<file path="src/hw/position_compare_consts.svh">
`ifndef POSITION_COMPARE_CONSTS_SVH
`define POSITION_COMPARE_CONSTS_SVH

// Register indices (byte address equals index on this plain port)
`define ADDR_COMPARE_POSITION   8'h05
`define ADDR_COMPARE_REPEAT     8'h06
`define ADDR_DRIVER_CONFIG      8'h0A

// Reset values
`define RST_COMPARE_POSITION    32'hFFFFFFFF
`define RST_COMPARE_REPEAT      24'h000000
`define RST_DRIVER_CONFIG       32'h00000000

// Driver configuration fields
`define DRVCFG_RANGE_LSB        0
`define DRVCFG_RANGE_MSB        1
`define DRVCFG_SLOPE_LSB        4
`define DRVCFG_SLOPE_MSB        5

// Repeat distance above this value enables periodic mode
`define REPEAT_PERIODIC_MIN     24'h000001

`endif

</file>
<file path="src/hw/position_compare_pkg.sv">
package position_compare_pkg;

  typedef struct packed {
    logic [7:0]  addr;
    logic [31:0] wdata;
    logic        wr;
    logic        rd;
  } reg_req_t;

  typedef struct packed {
    logic [1:0] slope_control;
    logic [1:0] current_range;
  } driver_config_t;

  typedef enum logic [1:0] {
    RANGE_1A,
    RANGE_2A,
    RANGE_3A,
    RANGE_3A_ALT
  } current_range_t;

endpackage

</file>
<file path="src/hw/position_compare_strobe.sv">
// Local design decision: the address-and-strobe port.
`timescale 1ns/10ps
`include "position_compare_consts.svh"

module position_compare_strobe #(
  parameter int POS_WIDTH    = 32,
  parameter int REPEAT_WIDTH = 24
) (
  // Clock and reset
  input  wire logic                  ref_clk_in,
  input  wire logic                  nrst_in,
  // Register port
  input  wire logic [7:0]            reg_addr_in,
  input  wire logic [31:0]           reg_wdata_in,
  input  wire logic                  reg_wr_in,
  input  wire logic                  reg_rd_in,
  output logic      [31:0]           reg_rdata_out,
  // Motion inputs
  input  wire logic [POS_WIDTH-1:0]  actual_position_in,
  // Strobe and stored configuration
  output logic                       diag_output_one_out,
  output logic      [1:0]            current_range_out,
  output logic      [1:0]            slope_control_out
);

  // Only the documented widths are served by the fixed slices below
  if (POS_WIDTH != 32 || REPEAT_WIDTH != 24 ||
      REPEAT_WIDTH > POS_WIDTH) begin : g_bad_width
    $error("position_compare_strobe: unsupported widths");
  end

  position_compare_pkg::reg_req_t       req;
  position_compare_pkg::driver_config_t drv_cfg_reg;
  logic [31:0] compare_position_reg;
  logic [23:0] compare_repeat_reg;
  logic [31:0] actual_prev_reg;
  logic [31:0] compare_position_next;
  logic [31:0] repeat_extended;
  logic        sel_repeat_wr;
  logic        sel_drvcfg_wr;
  logic        sel_compare_rd;
  logic        sel_repeat_rd;
  logic        sel_drvcfg_rd;
  logic        moved_up;
  logic        periodic;
  logic        match;
  logic        sw_wr_compare;

  assign req.addr  = reg_addr_in;
  assign req.wdata = reg_wdata_in;
  assign req.wr    = reg_wr_in;
  assign req.rd    = reg_rd_in;

  assign periodic      = compare_repeat_reg > `REPEAT_PERIODIC_MIN;
  assign match         = actual_position_in == compare_position_reg;
  assign moved_up      = $signed(actual_position_in - actual_prev_reg) > 0;
  assign sw_wr_compare = req.wr && req.addr == `ADDR_COMPARE_POSITION;
  assign sel_repeat_wr = req.wr && req.addr == `ADDR_COMPARE_REPEAT;
  assign sel_drvcfg_wr = req.wr && req.addr == `ADDR_DRIVER_CONFIG;

  assign sel_compare_rd  = req.rd && req.addr == `ADDR_COMPARE_POSITION;
  assign sel_repeat_rd   = req.rd && req.addr == `ADDR_COMPARE_REPEAT;
  assign sel_drvcfg_rd   = req.rd && req.addr == `ADDR_DRIVER_CONFIG;
  assign repeat_extended = {8'h00, compare_repeat_reg};

  // Previous position gives the travel direction
  always_ff @(posedge ref_clk_in) begin
    if (!nrst_in) begin
      actual_prev_reg <= 32'h00000000;
    end else begin
      actual_prev_reg <= actual_position_in;
    end
  end

  // Software write wins over the hardware step of the same cycle
  always_comb begin
    compare_position_next = compare_position_reg;
    if (sw_wr_compare) begin
      compare_position_next = req.wdata;
    end else if (match && periodic) begin
      // Wraps modulo 2^32, as the position itself does
      if (moved_up) begin
        compare_position_next = compare_position_reg +
                                repeat_extended;
      end else begin
        compare_position_next = compare_position_reg -
                                repeat_extended;
      end
    end
  end

  always_ff @(posedge ref_clk_in) begin
    if (!nrst_in) begin
      compare_position_reg <= `RST_COMPARE_POSITION;
    end else begin
      compare_position_reg <= compare_position_next;
    end
  end

  always_ff @(posedge ref_clk_in) begin
    if (!nrst_in) begin
      compare_repeat_reg <= `RST_COMPARE_REPEAT;
    end else if (req.wr && req.addr == `ADDR_COMPARE_REPEAT) begin
      compare_repeat_reg <= req.wdata[23:0];
    end
  end

  // Range is stored only; the analog effect lives elsewhere
  always_ff @(posedge ref_clk_in) begin
    if (!nrst_in) begin
      drv_cfg_reg <= 4'h0;
    end else if (req.wr && req.addr == `ADDR_DRIVER_CONFIG) begin
      drv_cfg_reg.current_range <=
        req.wdata[`DRVCFG_RANGE_MSB:`DRVCFG_RANGE_LSB];
      drv_cfg_reg.slope_control <=
        req.wdata[`DRVCFG_SLOPE_MSB:`DRVCFG_SLOPE_LSB];
    end
  end

  assign current_range_out = drv_cfg_reg.current_range;
  assign slope_control_out = drv_cfg_reg.slope_control;

  // Strobe is registered, so it trails equality by one cycle
  always_ff @(posedge ref_clk_in) begin
    if (!nrst_in) begin
      diag_output_one_out <= 1'b0;
    end else begin
      diag_output_one_out <= match;
    end
  end

  always_ff @(posedge ref_clk_in) begin
    if (!nrst_in) begin
      reg_rdata_out <= 32'h00000000;
    end else if (req.rd) begin
      case (req.addr)
        `ADDR_COMPARE_POSITION: reg_rdata_out <= compare_position_reg;
        `ADDR_COMPARE_REPEAT:   reg_rdata_out <= {8'h00, compare_repeat_reg};
        `ADDR_DRIVER_CONFIG: begin
          reg_rdata_out <= {26'h0000000, drv_cfg_reg.slope_control,
                            2'h0, drv_cfg_reg.current_range};
        end
        default:                reg_rdata_out <= 32'h00000000;
      endcase
    end else begin
      reg_rdata_out <= 32'h00000000;
    end
  end

  AST_PULSE_HIGH: assert property (
    @(posedge ref_clk_in)
    disable iff (!nrst_in)
    match
    |=> diag_output_one_out)
    else $error("strobe missed equality");

  AST_PULSE_LOW: assert property (
    @(posedge ref_clk_in)
    disable iff (!nrst_in)
    !match
    |=> !diag_output_one_out)
    else $error("strobe high without equality");

  AST_STEP_UP: assert property (
    @(posedge ref_clk_in)
    disable iff (!nrst_in)
    (match && periodic && moved_up && !sw_wr_compare) |=>
    compare_position_reg == $past(compare_position_reg) +
                            {8'h00, $past(compare_repeat_reg)})
    else $error("compare not stepped up");

  AST_STEP_DOWN: assert property (
    @(posedge ref_clk_in)
    disable iff (!nrst_in)
    (match && periodic && !moved_up && !sw_wr_compare) |=>
    compare_position_reg == $past(compare_position_reg) -
                            {8'h00, $past(compare_repeat_reg)})
    else $error("compare not stepped down");

  AST_FIXED: assert property (
    @(posedge ref_clk_in)
    disable iff (!nrst_in)
    (compare_repeat_reg <= 24'h000001 && !sw_wr_compare)
    |=> $stable(compare_position_reg))
    else $error("compare moved in fixed mode");

  AST_CMP_WRITE: assert property (
    @(posedge ref_clk_in)
    disable iff (!nrst_in)
    sw_wr_compare ##1 (sel_compare_rd && !match)
    |=> reg_rdata_out == $past(reg_wdata_in, 2))
    else $error("compare readback wrong");

  AST_REP_WRITE: assert property (
    @(posedge ref_clk_in)
    disable iff (!nrst_in)
    sel_repeat_wr
    |=> compare_repeat_reg == $past(reg_wdata_in[23:0]))
    else $error("repeat not written");

  AST_RANGE: assert property (
    @(posedge ref_clk_in)
    disable iff (!nrst_in)
    sel_drvcfg_wr
    |=> current_range_out == $past(reg_wdata_in[1:0]))
    else $error("range not stored");

  AST_RD_IDLE: assert property (
    @(posedge ref_clk_in)
    disable iff (!nrst_in)
    !reg_rd_in
    |=> reg_rdata_out == 32'h00000000)
    else $error("read data outside read slot");

  AST_RST_COMPARE: assert property (
    @(posedge ref_clk_in)
    !nrst_in
    |=> compare_position_reg == `RST_COMPARE_POSITION)
    else $error("compare reset value wrong");

  AST_RST_REPEAT: assert property (
    @(posedge ref_clk_in)
    !nrst_in
    |=> compare_repeat_reg == `RST_COMPARE_REPEAT)
    else $error("repeat reset value wrong");

  AST_RST_STROBE: assert property (
    @(posedge ref_clk_in)
    !nrst_in
    |=> !diag_output_one_out)
    else $error("strobe high in reset");

  AST_RST_RANGE: assert property (
    @(posedge ref_clk_in)
    !nrst_in
    |=> current_range_out == 2'h0)
    else $error("range reset value wrong");

  AST_RST_SLOPE: assert property (
    @(posedge ref_clk_in)
    !nrst_in
    |=> slope_control_out == 2'h0)
    else $error("slope reset value wrong");

  AST_RST_RDATA: assert property (
    @(posedge ref_clk_in)
    !nrst_in
    |=> reg_rdata_out == 32'h00000000)
    else $error("read data not cleared in reset");

  AST_CMP_READ: assert property (
    @(posedge ref_clk_in)
    disable iff (!nrst_in)
    sel_compare_rd
    |=> reg_rdata_out == $past(compare_position_reg))
    else $error("compare read data wrong");

  AST_REP_READ: assert property (
    @(posedge ref_clk_in)
    disable iff (!nrst_in)
    sel_repeat_rd
    |=> reg_rdata_out == {8'h00, $past(compare_repeat_reg)})
    else $error("repeat read data wrong");

  AST_CFG_READ: assert property (
    @(posedge ref_clk_in)
    disable iff (!nrst_in)
    sel_drvcfg_rd
    |=> reg_rdata_out == {26'h0000000, $past(slope_control_out),
                          2'h0, $past(current_range_out)})
    else $error("configuration read data wrong");

  AST_BAD_READ: assert property (
    @(posedge ref_clk_in)
    disable iff (!nrst_in)
    (reg_rd_in && !sel_compare_rd && !sel_repeat_rd && !sel_drvcfg_rd)
    |=> reg_rdata_out == 32'h00000000)
    else $error("unmapped read not zero");

  AST_SW_WINS: assert property (
    @(posedge ref_clk_in)
    disable iff (!nrst_in)
    sw_wr_compare
    |=> compare_position_reg == $past(reg_wdata_in))
    else $error("compare write lost");

  AST_NO_MATCH_HOLD: assert property (
    @(posedge ref_clk_in)
    disable iff (!nrst_in)
    (!match && !sw_wr_compare)
    |=> $stable(compare_position_reg))
    else $error("compare moved without match");

  AST_REP_HOLD: assert property (
    @(posedge ref_clk_in)
    disable iff (!nrst_in)
    !sel_repeat_wr
    |=> $stable(compare_repeat_reg))
    else $error("repeat moved without write");

  AST_CFG_HOLD: assert property (
    @(posedge ref_clk_in)
    disable iff (!nrst_in)
    !sel_drvcfg_wr
    |=> $stable(current_range_out) && $stable(slope_control_out))
    else $error("configuration moved without write");

  AST_SLOPE: assert property (
    @(posedge ref_clk_in)
    disable iff (!nrst_in)
    sel_drvcfg_wr
    |=> slope_control_out == $past(reg_wdata_in[5:4]))
    else $error("slope not stored");

  AST_PERIODIC_MOVES: assert property (
    @(posedge ref_clk_in)
    disable iff (!nrst_in)
    (match && periodic && !sw_wr_compare)
    |=> compare_position_reg != $past(compare_position_reg))
    else $error("periodic compare did not advance");

  AST_STROBE_PIN: assert property (
    @(posedge ref_clk_in)
    disable iff (!nrst_in)
    $past(nrst_in)
    |-> diag_output_one_out == $past(match))
    else $error("pin does not carry strobe");

  AST_REF_IS_BASE: assert property (
    @(posedge ref_clk_in)
    disable iff (!nrst_in)
    (match && !periodic && !sw_wr_compare)
    |=> diag_output_one_out && $stable(compare_position_reg))
    else $error("fixed reference not held");

  AST_FIXED_STAYS: assert property (
    @(posedge ref_clk_in)
    disable iff (!nrst_in)
    (match && !periodic && !sw_wr_compare) ##1
    (actual_position_in == $past(actual_position_in) && !sw_wr_compare)
    |=> diag_output_one_out)
    else $error("fixed strobe dropped while still");

  AST_OTHER_WR: assert property (
    @(posedge ref_clk_in)
    disable iff (!nrst_in)
    ((sel_repeat_wr || sel_drvcfg_wr) && !match)
    |=> $stable(compare_position_reg))
    else $error("compare moved on other write");

  AST_REP_NO_SIDE: assert property (
    @(posedge ref_clk_in)
    disable iff (!nrst_in)
    sw_wr_compare
    |=> $stable(compare_repeat_reg))
    else $error("repeat moved on compare write");

endmodule

</file>
<file path="config.mk">
export PLATFORM = sky130hd
export DESIGN_NAME = position_compare_strobe
export DESIGN_NICKNAME = d
export VERILOG_FILES = /design/src/hw/position_compare_pkg.sv /design/src/hw/position_compare_strobe.sv
export VERILOG_INCLUDE_DIRS = /design/src /design/src/hw
export SDC_FILE = /design/constraint.sdc
export NUM_CORES = 1
export LEC_CHECK = 0
export BUFFER_PORTS_ARGS = -buffer_cell sky130_fd_sc_hd__buf_2
export CORE_UTILIZATION = 59
export DETAILED_ROUTE_END_ITERATION = 12
export PLACE_DENSITY = 0.81
export REMOVE_ABC_BUFFERS = 1
export SLEW_MARGIN = 20
export SYNTH_ARGS = -nofsm -noshare
export SYNTH_HDL_FRONTEND = slang
export SYNTH_SLANG_ARGS = --single-unit
export TNS_END_PERCENT = 20
</file>
<file path="constraint.sdc">
create_clock -name ref_clk_in -period 6.4 [get_ports ref_clk_in]
set_clock_uncertainty 0.15 [all_clocks]
set_input_delay 0 -clock ref_clk_in [delete_from_list [all_inputs] [get_ports ref_clk_in]]
set_output_delay 0 -clock ref_clk_in [all_outputs]
set_load 0.02 [all_outputs]
</file>
**After elaboration in Yosys (flattened, before gate mapping)**

Index checks and enable logic that the tools add are counted.

- Flip-flop bits (word level): 125
- Input port bits: 76
- Output and inout bits: 37
- Logic and storage cells: 26

- $add $sub $neg: 3
- Order comparisons: 2
- Equality and inequality tests: 4
- Mux-type cells: 4
- Reduce and logical (&&, ||, !) cells: 6

Operator list:

| cell | count |
|---|---|
| 32-bit two-way mux | 3 |
| 32-bit case mux with 3 select lines | 1 |
| 32-bit by 24-bit adder with 32-bit output | 1 |
| 32-bit equality test | 1 |
| 32-bit by 1-bit greater-than comparator with 1-bit output (second input constant) | 1 |
| 32-bit by 24-bit subtractor with 32-bit output | 1 |
| 32-bit subtractor | 1 |
| 24-bit by 1-bit greater-than comparator with 1-bit output (second input constant) | 1 |
| 8-bit by 3-bit equality test with 1-bit output (second input constant) | 2 |
| 8-bit by 4-bit equality test with 1-bit output (second input constant) | 1 |
| 1-bit logical AND | 4 |
| 2-bit AND reduction | 1 |
| 2-bit nonzero test | 1 |

**Logic depth before layout (Yosys ltp)**

- Word-level depth: 5
- Gate-level depth with buffers: 29
- Depth with buffers taken out: 28

**Worst setup path after synthesis**

No wires, ideal clock.

- Kind: reg-to-reg
- From: register actual_prev_reg[0]
- To: register compare_position_reg[24]
- Library setup time: 136 ps
- Arrival: 5448 ps
- Required time: 6114 ps
- Path slack: 666 ps
- Cell stages (with the launch flop): 28
- Buffers on the path: 1
- Period minus slack after synthesis: 5734 ps
- Cells stage by stage: dfxtp_1 ha_1 fa_1 xnor2_1 or4_1 a211oi_1 o2111ai_1 nand4bb_1 nor4_1 nand4_1 nor4_2 a31oi_2 clkbuf_1 nor2b_1 xnor2_1 ha_1 nor2b_1 o21ai_0 a21boi_1 o31ai_1 a31oi_1 a41o_1 or4_1 a21oi_1 xor2_1 nor2_1 a211oi_1 o21ai_0

- Cells in the longest elaborated chain, start to end: 5

Ends and longest elaborated chain:

| item | line | RTL |
|---|---|---|
| start, declared | position_compare_strobe.sv:36 | `logic [31:0] actual_prev_reg;` |
| start signal, assigned | position_compare_strobe.sv:71 | `actual_prev_reg <= actual_position_in;` |
| 32-bit subtractor | position_compare_strobe.sv:56 | `assign moved_up = $signed(actual_position_in - actual_prev_reg) > 0;` |
| 32-bit by 1-bit greater-than comparator with 1-bit output | position_compare_strobe.sv:56 |  |
| 32-bit two-way mux | position_compare_strobe.sv:82 | `if (moved_up) begin` |
| 32-bit two-way mux | position_compare_strobe.sv:80 | `end else if (match && periodic) begin` |
| 32-bit two-way mux | position_compare_strobe.sv:78 | `if (sw_wr_compare) begin` |
| end signal, assigned | position_compare_strobe.sv:94 | `` compare_position_reg <= `RST_COMPARE_POSITION; `` |
| end signal, assigned | position_compare_strobe.sv:96 | `compare_position_reg <= compare_position_next;` |
| end, declared | position_compare_strobe.sv:34 | `logic [31:0] compare_position_reg;` |

Every way passes these cells. The select of a mux whose other input is x is not followed.
A chain may end at the register's enable or synchronous reset.

**Worst setup path after layout**

- From: register actual_prev_reg[0]
- To: register compare_position_reg[31]

Same word-level chain as after synthesis.

==> key figures <==
Clocking
  • Clock root buffer: clkbuf_16
  • CTS sink cnt: 125
  • Bufs on Longest Clock Path: 2
  • H-Tree Level Count: 4
  • Clock latency on the worst-skew pair: 420 ps
  • CTS tree: yes
  • Cts bufs inserted: 17
  • Clock Pin Slew Worst Setup and Hold Paths: 60 ps

Floorplan
  • Die Area: 0.0154 mm²
  • Die Wd: 124 µm
  • Io pins: 113
  • Core ar.: 0.0145 mm²
  • Die Y: 124 µm
  • Starting density of the core: 0.606
  • Row count: 44

Timing
  • Fin crit share: 0.968
  • Worst-Margin Slew: 968 ps
  • Final Hold Violating Endpoints: 0
  • WHS: 54.0 ps
  • Worst setup margin: 204 ps
  • Final Max Tran Viols: 0
  • Final setup vio count: 0
  • Unrepaired setup endpoints after global routing: true
  • Min cycle time layout: 6200 ps
  • Max Clock Freq: 161 MHz
  • Max-slew headroom: 0.353

Hold path
  • Hold path startpoint: reg_addr_in[6]
  • Worst Hold Class: input port to register
  • Hold endpoint: slope_control_out[0]
  • Hold path depth: 5

Place
  • Final GP Congestion: 0.976
  • # placed instances: 1,390
  • Pre-CTS setup slack: 39.9 ps
  • HPWL Detailed: 20,200 µm
  • Port Buf Inserts: 112
  • Placed inst area: 0.00960 mm²

Pwr
  • Overall Power: 0.00214 W
  • Static leakage: 4.60 nW
  • Clk pwr share: 0.427
  • Peak VDD IR: 0.000198 V
  • Gate power share: 0.202
  • Switching Fraction: 0.303
  • Power Density: 193 mW/mm²
  • Net Switching: 0.000649 W
  • Register share of total power: 0.371
  • Pint: 0.00149 W

Synthesis
  • #FFs+latches synth: 125
  • YS warnings: 0
  • Synth Instances: 1,125
  • Async SR Flop Fraction: 0
  • Number of distinct library cells after synthesis: 73
  • Post-synthesis sequential area ratio: 0.284
  • Mean Syn Cell Area: 7.83 µm²
  • Post-Syn Area: 0.00881 mm²
  • Ys flop type: dfxtp_1
  • EDFF count, synth: 0

Setup path
  • Critical path peak fanout: 8
  • Crit Path Class: register to register
  • Startpoint Class: register
  • FF-to-FF setup slack: 200 ps
  • Worst reg2reg endpoint: compare_position_reg[31]
  • CP peak stage delay: 350 ps
  • CP arrival: 6390 ps
  • R2R depth: 29
  • Crit. End Element: register
  • R2r startpoint: actual_prev_reg[0]
  • Worst path buffer plus inverter count: 3
  • Worst path slowest cell: o31a_1
  • Kind of cell adding the most delay to the critical path: compound AO/OA/AOI/OAI gates
  • Worst Path Required: 6590 ps

Drt
  • DR WL/cell: 19.1 µm
  • Iteration-0 DRC Markers: 808
  • Routed via count: 9,247
  • Final WL: 28,700 µm
  • Vias/cell: 6.16
  • Post-DRT Antenna Nets: 0
  • Drt drc: 0
  • Drt pass-1 iters: 6

Global routing
  • Antenna violations before repair: 0
  • Most Crowded Layer GR: met2
  • Global router's overall resource usage: 0.368
  • First-pass GRT wire length: 45,500 µm
  • Pin count of the biggest net entering global routing: 53
  • Vias in the first global route: 8,971
  • Grt met2 use: 0.637
  • GR Overflow Total: 0
  • Global routing met3 resource utilization: 0.0621
  • GRT met1 Usage: 0.438

Cells and area
  • Final Non-Filler Cells: 1,500
  • ANT cells: 0
  • Final instance area: 0.0111 mm²
  • Layout Area Growth over Synthesis: 26.0%
  • Fin nets: 1,445
  • Layout cell share with drive strength beyond 1: 0.166

Run
  • MaxCap Viol Count: 0

Status
  • Status: complete, no violations
==> cell usage in the layout (no fill, tap or decap), drive strengths merged, types with 9 or more instances in the layout <==
cell           n
dfxtp        125
o21a           9
xnor2         21
nor3           9
and2          46
a21o          18
ha            64
xor2          65
a22oi         20
o211ai        29
nor2          83
nor2b         10
a31oi          9
nand2b        15
nand3         23
clkbuf        19
dlygate4sd3   67
o31ai         13
inv           62
o21ai         61
buf          144
a21boi        30
o21bai        11
nor4          15
a21oi         80
a211oi        14
nand2        137
nand4         15
==> layout make-up <==
cell class	count	area, µm²
clock buffers	19	443
clock inverters	13	106
fillers	1091	3430
inverters	56	210
multi-input cells	891	6100
flip-flops and latches	125	2500
well taps	184	230
repair buffers	212	1510
==> through the flow <==
| stage | TNS [ps] | utilization |
|---|---|---|
| after global routing | -636 | 0.764 |
| after CTS | 0 | 0.745 |
| after global placement | 0 | 0.661 |
| after floorplan | 0 | - |
| after detailed placement | 0 | 0.661 |
| final | 0 | 0.764 |
==> routing by layer <==
metal / vias to the layer above / share of wire
li1: 4391 / -
met1: 4302 / 0.39
met2: 444 / 0.49
met3: 110 / 0.068
met4: 0 / 0.046
met5: - / 0
==> cell families (layout without fill, tap and decap cells) <==
kind of cell	count (synthesis)	in the layout	share of synthesized area
and+or+nand+nor	391	391	0.216
AOI/OAI and AO/OA	338	338	0.258
DFF	125	125	0.284
buffers and inverters	109	300	0.0474
xor gates and xnor gates	87	87	0.0882
adders and majority gates	66	66	0.0954
muxes	9	9	0.0105
==> timing repair <==
action                                  CTS  global route
pin swaps                                 0            26
hold buffers                             67             1
endpoints found under the hold margin   109             1
endpoints found under the setup margin    1            16
gates resized for setup                   1            46
buffers inserted                          0            10
==> worst min-delay path, stage by stage <==
cell and delay, ps:
buf_2 80, nor4_1 40, and2_1 260, nand3_1 130
a21boi_0 60
==> how the worst max path moves through the flow <==
stage                          startpoint                        to  slack, ps  cells after the start
finish                 actual_prev_reg[0]  compare_position_reg[31]        200                     29
global route           actual_prev_reg[8]  compare_position_reg[31]       -150                     26
CTS                 actual_position_in[0]  compare_position_reg[31]         40                     31
detailed placement     actual_prev_reg[0]  compare_position_reg[31]         40                     28
global placement       actual_prev_reg[0]  compare_position_reg[31]         30                     28
floorplan             actual_prev_reg[13]  compare_position_reg[24]        260                     26
==> cells in the mapped netlist, drive strengths merged (3+ instances only) <==
library cell  count  area, µm²
and2             46        288
o21a              9       67.6
or4               5       37.5
o21bai           11       82.6
o31ai            13        111
inv              56        210
o41ai             3       33.8
nand3b            4       30.0
dfxtp           125       2500
nand4            15       93.8
and3              7       43.8
xor2             65        569
or3               6       37.5
o311ai            3       26.3
xnor2            21        184
o211ai           29        218
nor2             83        312
nand3            23        115
nand2b           15       93.8
nor2b            10       62.6
a21oi            80        400
nand2           137        514
a2111oi           3       26.3
a21boi           30        225
a211o             3       26.3
a21o             18        135
buf               6       30.0
a211oi           14        105
a22oi            20        150
nor3              9       50.1
o21ai            61        309
mux2i             7       70.1
a222oi            4       40.0
nor4             15        100
o2111ai           6       52.6
a31oi             9       62.6
ha               64        801
nor3b             8       60.1
clkbuf           47        178
o31a              5       43.8
==> power groups by stage <==
stage                     combinational (W)  sequential, W  clock (W)
after floorplan                    0.000226       0.000810          0
after global placement             0.000357       0.000810          0
after detailed placement           0.000358       0.000811          0
after CTS                          0.000392       0.000794   0.000915
after global routing               0.000465       0.000795   0.000952
final                              0.000432       0.000794   0.000914
(Power assumes the default switching activity.)
